### src/design/ppm_pkg.sv
/*
  Shared constants and carriers for the port pin override multiplexer.
  Assumes a 32-bit APB slave with word-aligned registers.
*/
`default_nettype none
package ppm_pkg;

  // ****************************************************
  // Register map
  // ****************************************************
  localparam logic [7:0] PPM_OFS_DIR     = 8'h00;
  localparam logic [7:0] PPM_OFS_OUT     = 8'h04;
  localparam logic [7:0] PPM_OFS_PIN     = 8'h08;
  localparam logic [7:0] PPM_OFS_CTRL    = 8'h0C;
  localparam int         PPM_CTRL_PUOFF  = 0;

  // ****************************************************
  // Reset values and dedicated pins
  // ****************************************************
  localparam logic [7:0] PPM_DIR_RST     = 8'h00;
  localparam logic [7:0] PPM_OUT_RST     = 8'h00;
  localparam logic       PPM_CTRL_RST    = 1'b0;
  localparam int         PPM_RESET_BIT   = 7;
  localparam int         PPM_CLOCK_BIT   = 6;
  localparam int         PPM_WIDTH       = 8;

  // ****************************************************
  // Per-pin override carrier, one bit per pin
  // ****************************************************
  typedef struct packed {
    logic [7:0] pullup_override_en;
    logic [7:0] pullup_override_val;
    logic [7:0] dir_override_en;
    logic [7:0] dir_override_val;
    logic [7:0] level_override_en;
    logic [7:0] level_override_val;
    logic [7:0] toggle_override_en;
    logic [7:0] input_gate_override_en;
    logic [7:0] input_gate_override_val;
  } ppm_override_type;

  // Pad-side drive controls
  typedef struct packed {
    logic [7:0] drive_en;
    logic [7:0] drive_val;
    logic [7:0] pullup_en;
  } ppm_pad_ctrl_type;

endpackage
`default_nettype wire

### src/design/ppm_port.sv
/*
  One 8-bit general-purpose port with alternate-function overrides,
  APB register slave, input synchroniser and pin-change sources.
  Registers: direction, output value, pin readback with write-one
  toggle, and a control word holding the global pull-up disable.
  The slave answers with zero wait states; read data is taken in the
  setup cycle, so it stands through the whole access phase.
  Assumes override signals, sleep clamp and strap inputs arrive on the
  same clock; pad inputs are asynchronous.
  Assumes the pad cell turns pullup_en, drive_en and drive_val into
  pad behaviour and feeds the pad level back on pad_in.
*/
// How it works
// - No override: pullup when dir,out,puoff = 010
// - Override enable: pullup follows override value
// - Driver enable from override or direction bit
// - Level override value drives enabled pin
// - Otherwise output bit drives enabled pin
// - Toggle override inverts stored output bit
// - Input enable follows sleep clamp by default
// - Input gate override sets input enable
// - Raw tap after Schmitt, before synchroniser
// - Analog line connects straight to pad
// - Strobes per port, overrides per pin
// - Pull-ups off while reset is held
// - Pins 0..7 feed pin-change group 0
// - Reset pin: pullup on, driver/input off
// - Clock input pin loses general-purpose use
// - Deep sleep clamps inputs unless overridden
`timescale 1ns/100ps
`default_nettype none
module ppm_port (
  input  wire logic                      clock,
  input  wire logic                      sys_rst,
  input  wire logic                      psel,
  input  wire logic                      penable,
  input  wire logic                      pwrite,
  input  wire logic [7:0]                paddr,
  input  wire logic [31:0]               pwdata,
  output logic      [31:0]               prdata,
  output logic                           pready,
  output logic                           pslverr,
  input  wire ppm_pkg::ppm_override_type ovr,
  input  wire logic                      sleep_clamp,
  input  wire logic                      reset_pin_disable_fuse,
  input  wire logic                      ext_clock_sel,
  input  wire logic [7:0]                pad_in,
  output ppm_pkg::ppm_pad_ctrl_type      pad_ctrl,
  output logic [7:0]                     schmitt_input_tap,
  output logic [7:0]                     analog_pad_line,
  output logic [7:0]                     pin_change_source,
  output logic                           ext_clock_in
);

  // ****************************************************
  // Helpers
  // ****************************************************
  function automatic logic ofs_hit(input logic [7:0] a,
                                   input logic [7:0] o);
    ofs_hit = (a == o);
  endfunction

  // ****************************************************
  // State
  // ****************************************************
  logic [7:0]  dir_bit_r;
  logic [7:0]  dir_bit_nxt;
  logic [7:0]  out_value_bit_r;
  logic [7:0]  out_value_bit_nxt;
  logic        global_pullup_off_r;
  logic        global_pullup_off_nxt;
  logic [7:0]  sync1_r;
  logic [7:0]  sync2_r;
  logic [31:0] prdata_r;
  logic [31:0] prdata_nxt;
  logic        slverr_r;
  logic        slverr_nxt;
  logic [7:0]  sync1_nxt;
  logic [7:0]  sync2_nxt;

  logic        setup_ph;
  logic        wr_acc;
  logic        hit_dir;
  logic        hit_out;
  logic        hit_pin;
  logic        hit_ctrl;
  logic        mapped;
  logic        reset_pin_on;
  logic        clock_pin_on;
  logic [7:0]  sw_toggle;
  logic [7:0]  eff_pu_en;
  logic [7:0]  eff_pu_val;
  logic [7:0]  eff_dd_en;
  logic [7:0]  eff_dd_val;
  logic [7:0]  eff_pv_en;
  logic [7:0]  eff_pv_val;
  logic [7:0]  eff_di_en;
  logic [7:0]  eff_di_val;
  logic [7:0]  input_en;
  logic [7:0]  drive_en;
  logic [7:0]  drive_val;
  logic [7:0]  pullup_en;
  logic [7:0]  gated_in;

  // ****************************************************
  // APB decode
  // ****************************************************
  // Zero wait states; read data captured in the setup cycle.
  // Unmapped offsets read zero and flag pslverr when accessed
  assign setup_ph = psel & ~penable;
  assign wr_acc   = psel & penable & pwrite;
  assign hit_dir  = ofs_hit(paddr, ppm_pkg::PPM_OFS_DIR);
  assign hit_out  = ofs_hit(paddr, ppm_pkg::PPM_OFS_OUT);
  assign hit_pin  = ofs_hit(paddr, ppm_pkg::PPM_OFS_PIN);
  assign hit_ctrl = ofs_hit(paddr, ppm_pkg::PPM_OFS_CTRL);
  assign mapped   = hit_dir | hit_out | hit_pin | hit_ctrl;

  always_comb begin
    prdata_nxt = prdata_r;
    slverr_nxt = slverr_r;
    if (setup_ph) begin
      slverr_nxt = ~mapped;
      prdata_nxt = 32'h0000_0000;
      if (hit_dir) begin
        prdata_nxt[7:0] = dir_bit_r;
      end
      if (hit_out) begin
        prdata_nxt[7:0] = out_value_bit_r;
      end
      if (hit_pin) begin
        prdata_nxt[7:0] = sync2_r;
      end
      if (hit_ctrl) begin
        prdata_nxt[ppm_pkg::PPM_CTRL_PUOFF] = global_pullup_off_r;
      end
    end
  end

  always_ff @(posedge clock) begin
    if (sys_rst) begin
      prdata_r <= 32'h0000_0000;
      slverr_r <= 1'b0;
    end else begin
      prdata_r <= prdata_nxt;
      slverr_r <= slverr_nxt;
    end
  end

  // ****************************************************
  // Port registers
  // ****************************************************
  // Writing ones to the pin readback flips those output bits
  assign sw_toggle = (wr_acc && hit_pin) ? pwdata[7:0] : 8'h00;

  // One set of strobes serves all eight pins.
  always_comb begin
    dir_bit_nxt           = dir_bit_r;
    out_value_bit_nxt     = out_value_bit_r;
    global_pullup_off_nxt = global_pullup_off_r;
    if (wr_acc && hit_dir) begin
      dir_bit_nxt = pwdata[7:0];
    end
    if (wr_acc && hit_out) begin
      out_value_bit_nxt = pwdata[7:0];
    end
    if (wr_acc && hit_ctrl) begin
      global_pullup_off_nxt = pwdata[ppm_pkg::PPM_CTRL_PUOFF];
    end
    // Software toggle and peripheral toggle combine by XOR
    out_value_bit_nxt = out_value_bit_nxt ^ sw_toggle;
    out_value_bit_nxt = out_value_bit_nxt ^ ovr.toggle_override_en;
  end

  always_ff @(posedge clock) begin
    if (sys_rst) begin
      dir_bit_r           <= ppm_pkg::PPM_DIR_RST;
      out_value_bit_r     <= ppm_pkg::PPM_OUT_RST;
      global_pullup_off_r <= ppm_pkg::PPM_CTRL_RST;
    end else begin
      dir_bit_r           <= dir_bit_nxt;
      out_value_bit_r     <= out_value_bit_nxt;
      global_pullup_off_r <= global_pullup_off_nxt;
    end
  end

  // ****************************************************
  // Strap pins
  // ****************************************************
  // Straps are static levels and outrank peripheral overrides, except the level override on the reset pin
  assign reset_pin_on = ~reset_pin_disable_fuse;
  assign clock_pin_on = ext_clock_sel;

  // ****************************************************
  // Dedicated-pin overrides
  // ****************************************************
  // Reset pin replaces pull-up, driver and input-gate overrides; clock pin also the level override.
  always_comb begin
    eff_pu_en  = ovr.pullup_override_en;
    eff_pu_val = ovr.pullup_override_val;
    eff_dd_en  = ovr.dir_override_en;
    eff_dd_val = ovr.dir_override_val;
    eff_pv_en  = ovr.level_override_en;
    eff_pv_val = ovr.level_override_val;
    eff_di_en  = ovr.input_gate_override_en;
    eff_di_val = ovr.input_gate_override_val;
    if (reset_pin_on) begin
      eff_pu_en[ppm_pkg::PPM_RESET_BIT]  = 1'b1;
      eff_pu_val[ppm_pkg::PPM_RESET_BIT] = 1'b1;
      eff_dd_en[ppm_pkg::PPM_RESET_BIT]  = 1'b1;
      eff_dd_val[ppm_pkg::PPM_RESET_BIT] = 1'b0;
      eff_di_en[ppm_pkg::PPM_RESET_BIT]  = 1'b1;
      eff_di_val[ppm_pkg::PPM_RESET_BIT] = 1'b0;
    end
    // Input stays on so the clock keeps running
    if (clock_pin_on) begin
      eff_pu_en[ppm_pkg::PPM_CLOCK_BIT]  = 1'b1;
      eff_pu_val[ppm_pkg::PPM_CLOCK_BIT] = 1'b0;
      eff_dd_en[ppm_pkg::PPM_CLOCK_BIT]  = 1'b1;
      eff_dd_val[ppm_pkg::PPM_CLOCK_BIT] = 1'b0;
      eff_pv_en[ppm_pkg::PPM_CLOCK_BIT]  = 1'b1;
      eff_pv_val[ppm_pkg::PPM_CLOCK_BIT] = 1'b0;
      eff_di_en[ppm_pkg::PPM_CLOCK_BIT]  = 1'b1;
      eff_di_val[ppm_pkg::PPM_CLOCK_BIT] = 1'b1;
    end
  end

  // ****************************************************
  // Pin control muxes
  // ****************************************************
  always_comb begin
    for (int i = 0; i < ppm_pkg::PPM_WIDTH; i++) begin
      if (eff_pu_en[i]) begin
        pullup_en[i] = eff_pu_val[i];
      end else begin
        // Input pin, output bit set, global disable clear
        pullup_en[i] = ({dir_bit_r[i], out_value_bit_r[i],
                         global_pullup_off_r} == 3'h2);
      end
      drive_en[i] = eff_dd_en[i] ? eff_dd_val[i] : dir_bit_r[i];
      if (eff_pv_en[i]) begin
        drive_val[i] = eff_pv_val[i];
      end else begin
        drive_val[i] = out_value_bit_r[i];
      end
      // Sleep clamp shared by all pins, overrides per pin
      if (eff_di_en[i]) begin
        input_en[i] = eff_di_val[i];
      end else begin
        input_en[i] = ~sleep_clamp;
      end
    end
  end

  // ****************************************************
  // Pad outputs
  // ****************************************************
  // Reset forces pull-ups off without waiting for a clock
  // Driver also off in reset, so the pin floats while reset is held
  always_comb begin
    pad_ctrl.pullup_en = pullup_en & {8{~sys_rst}};
    pad_ctrl.drive_en  = drive_en & {8{~sys_rst}};
    pad_ctrl.drive_val = drive_val;
  end

  // ****************************************************
  // Input path
  // ****************************************************
  // Clamp to ground ahead of the Schmitt stage
  assign gated_in          = pad_in & input_en;
  assign schmitt_input_tap = gated_in;
  assign ext_clock_in      = gated_in[ppm_pkg::PPM_CLOCK_BIT];
  // No digital buffering on the analog path
  assign analog_pad_line   = pad_in;

  // Only the second stage reads the first; the first may go metastable
  always_comb begin
    sync1_nxt = gated_in;
    sync2_nxt = sync1_r;
  end

  always_ff @(posedge clock) begin
    if (sys_rst) begin
      sync1_r <= 8'h00;
      sync2_r <= 8'h00;
    end else begin
      sync1_r <= sync1_nxt;
      sync2_r <= sync2_nxt;
    end
  end

  assign pin_change_source = sync2_r;

  assign prdata  = prdata_r;
  assign pready  = 1'b1;
  assign pslverr = slverr_r & psel & penable;

endmodule // ppm_port
`default_nettype wire

### config.mk
export PLATFORM = sky130hd
export DESIGN_NAME = ppm_port
export DESIGN_NICKNAME = d
export VERILOG_FILES = /design/src/design/ppm_pkg.sv /design/src/design/ppm_port.sv
export SDC_FILE = /design/constraint.sdc
export NUM_CORES = 1
export LEC_CHECK = 0
export BUFFER_PORTS_ARGS = -buffer_cell sky130_fd_sc_hd__buf_4
export CORE_MARGIN = 5
export CORE_UTILIZATION = 25
export DETAILED_ROUTE_END_ITERATION = 8
export PLACE_DENSITY = 0.69
export SYNTH_ARGS = -nofsm -noshare
export SYNTH_HDL_FRONTEND = slang
export SYNTH_SLANG_ARGS = --single-unit
### constraint.sdc
create_clock -name clock -period 1.25 [get_ports clock]
set_input_delay 0 -clock clock [delete_from_list [all_inputs] [get_ports clock]]
set_output_delay 0 -clock clock [all_outputs]
set_load 0.05 [all_outputs]
==> key figures <==
Status
  – Outcome: finished with violations
  – Failing checks: setup timing

Detailed routing
  – Routed WL: 9830 µm
  – Post-DRT Antenna Nets: 0
  – Avg WL per Cell: 15.4 µm
  – Vias: 2,964
  – Number of vias per cell: 4.63
  – Pre-antenna DRT Iters: 4
  – Drt drc: 0
  – Initial drt markers: 80

STA
  – Fin crit period: 1.40 ns
  – Unrepaired setup endpoints after global routing: true
  – Fmax achieved: 0.712 GHz
  – Clock Skew: 0.00647 ns
  – Period utilisation layout: 1.12
  – PnR worst setup slack: -0.154 ns
  – Final setup viols: 10
  – Final Hold Viols: 0
  – Pins over their slew limit: 0

Floorplanning
  – Die height: 113 µm
  – Die area: 0.0128 mm²
  – Core area: 0.0104 mm²
  – Initial Utilization: 0.257
  – Row count: 37
  – Ports: 211
  – Chip width: 113 µm

Place
  – I/O Buffers: 161
  – Cell area after placement: 0.00405 mm²
  – Dpl hpwl: 7760 µm
  – Final GP Congestion: slightly above 0.8
  – Pre-CTS setup slack: -0.178 ns

Logic synthesis
  – Yosys reg bits: 42
  – Synth Area per Inst: 8.46 µm²
  – Sequential fraction of the synthesis area: 0.315
  – Ys async rst share: 0
  – Cell area after synthesis: 0.00267 mm²
  – Distinct cells, synth: 39
  – Post-synthesis cell count: about 320
  – Yosys warning count: 0
  – EDFF count, synth: 0
  – Synth Flop Type: dfxtp_1

Pwr
  – VDD IR max: about 0.39 mV
  – Leakage: 2.14 nW
  – Total power divided by cell area: 834 mW/mm²

Min path
  – Hold EP: out_value_bit_r[7]
  – Worst Hold Launch: ovr[23]
  – Hold Crit Class: primary input to flip-flop
  – Hold-critical path depth: 3

Setup path
  – FF-to-FF End: prdata[0]
  – Critical path fanouts, max: 6
  – R2R Path Start: global_pullup_off_r
  – Crit path arrival time: 1.40 ns
  – Required @ worst endpoint: ~1.3 ns
  – Critical path startpoint category: flip-flop
  – CP Class: flip-flop to primary output
  – Worst reg2reg setup slack: -0.12 ns
  – Worst R2R Path Depth: 5
  – CP endpoint kind: primary output

Clock tree
  – CTS Root Cell: clkbuf_8
  – H-tree levels: 2
  – CTS Buf Count: 5
  – Clk sinks: 42
  – Max Buffers Root-to-Sink: 2
  – TritonCTS clock tree: done
  – Clock Latency Late Sink: 0.29 ns
  – Clk slew on worst S/H paths: 0.08 ns

GRT
  – First-pass GRT wire length: 14,800 µm
  – Total GRT Usage: 0.142
  – Vias in the first global route: 3,004
  – Grt total ovfl: 0
  – Largest net degree at the start of global routing: 30
  – Initial antenna violation count: 0

Job
  – Max_cap viols: 0

Finish
  – ANT cells: 0
  – Final net count: between 600 and 700
  – Layout cells sized above 1: 0.520
  – Most frequent cells in the layout: 176 x buf_4, 34 x nor2_1, 30 x dfxtp_1
  – Final instance area: 0.00457 mm²
  – Final Util: 0.441
  – Fill cell count: 1,012
  – Most common cell after layout, fill and taps aside: buf_4
  – Area Growth Syn to Fin: 71.4%
## worst max-delay path, stage by stage, from the launching register on
cell	delay, ns
dfxtp_4	0.38
buf_12	0.15
buf_6	0.11
nor4_4	0.13
a21oi_2	0.05
nor2_2	0.10
buf_6	0.17
## per-stage QoR
stage          std cells  hold WS (ns)  TNS [ns]  power, mW
2_1_floorplan        338        0.0935    -0.160       2.38
3_3_place_gp         611         0.243     -1.60       2.83
3_5_place_dp         611         0.260     -2.21       2.85
4_1_cts              635        0.0375    -0.941       3.80
5_1_grt              640        0.0948     -1.44       4.00
6_report             640        0.0473    -0.811       3.81
## flip-flops by register name (all words and copies together), names as in the netlist
signal,count
prdata,8
global_pullup_off_r,1
dir_bit_r,8
pin_change_source,8
slverr_r,1
out_value_bit_r,8
sync1_r,8
## worst max-delay path by stage
stage,startpoint,cells after the start,slack (ns),to
finish,global_pullup_off_r,6,-0.15,pad_ctrl[1]
global route,global_pullup_off_r,6,-0.21,pad_ctrl[1]
CTS,global_pullup_off_r,5,-0.17,pad_ctrl[5]
detailed placement,paddr[1],7,-0.18,out_value_bit_r[1]
global placement,paddr[5],6,-0.15,out_value_bit_r[7]
floorplan,global_pullup_off_r,4,-0.16,pad_ctrl[6]
## power breakdown
group	switching, mW	leakage [nW]	internal, mW	total (mW)
clock	0.445	0.0431	0.426	0.871
combinational	0.905	1.75	0.594	1.50
sequential	0.0476	0.350	1.39	1.44
## layout make-up
class                      instances  area [µm²]  area share
timing repair buffer             210        1710       0.375
tap                              136         170      0.0373
sequential                        42         871       0.191
clock buffer                       6        82.6      0.0181
inverter                           8        32.5     0.00712
multi-input combinational        238        1700       0.372
## kinds of logic after synthesis
logic type	after synthesis	share of synthesized area
other cells	2	0.00282
buf+inv	58	0.141
xor+xnor	7	0.0230
compound gates	58	0.169
flops	42	0.315
simple gates	126	0.259
mux	22	0.0897
## cell usage after synthesis, types with 2 or more instances
cell type	number	share of area
dfxtp_1	42	0.32
nor2_1	40	0.056
buf_4	34	0.096
mux2i_1	19	0.071
nor2b_1	18	0.042
nand2_1	17	0.024
and2_1	14	0.033
o21ai_0	14	0.026
a21oi_1	11	0.021
nor3_1	10	0.019
clkbuf_1	9	0.013
inv_1	8	0.011
nand4_1	8	0.019
a221oi_1	7	0.023
a22o_2	7	0.026
a31oi_1	7	0.016
nor4_1	7	0.016
o221ai_2	7	0.039
xor2_1	7	0.023
and3_1	4	0.0094
buf_6	4	0.017
buf_1	2	0.0028
conb_1	2	0.0028
nor4b_4	2	0.018
## layer usage
metal  vias to the layer above  global-route usage  wire, µm
li1                       1430                   -         -
met1                      1339               0.152      3610
met2                       175               0.267      5060
met3                        20              0.0449       973
met4                         0              0.0393       187
met5                         -                   0         0
## what timing repair did
item                                    in CTS  in global routing
gates resized for setup                     40                 21
endpoints found under the setup margin       8                 14
pin swaps                                   11                  8
setup buffers                                3                  5
hold buffers                                15                  0
endpoints found under the hold margin       16                  0
(Power assumes the default switching activity.)
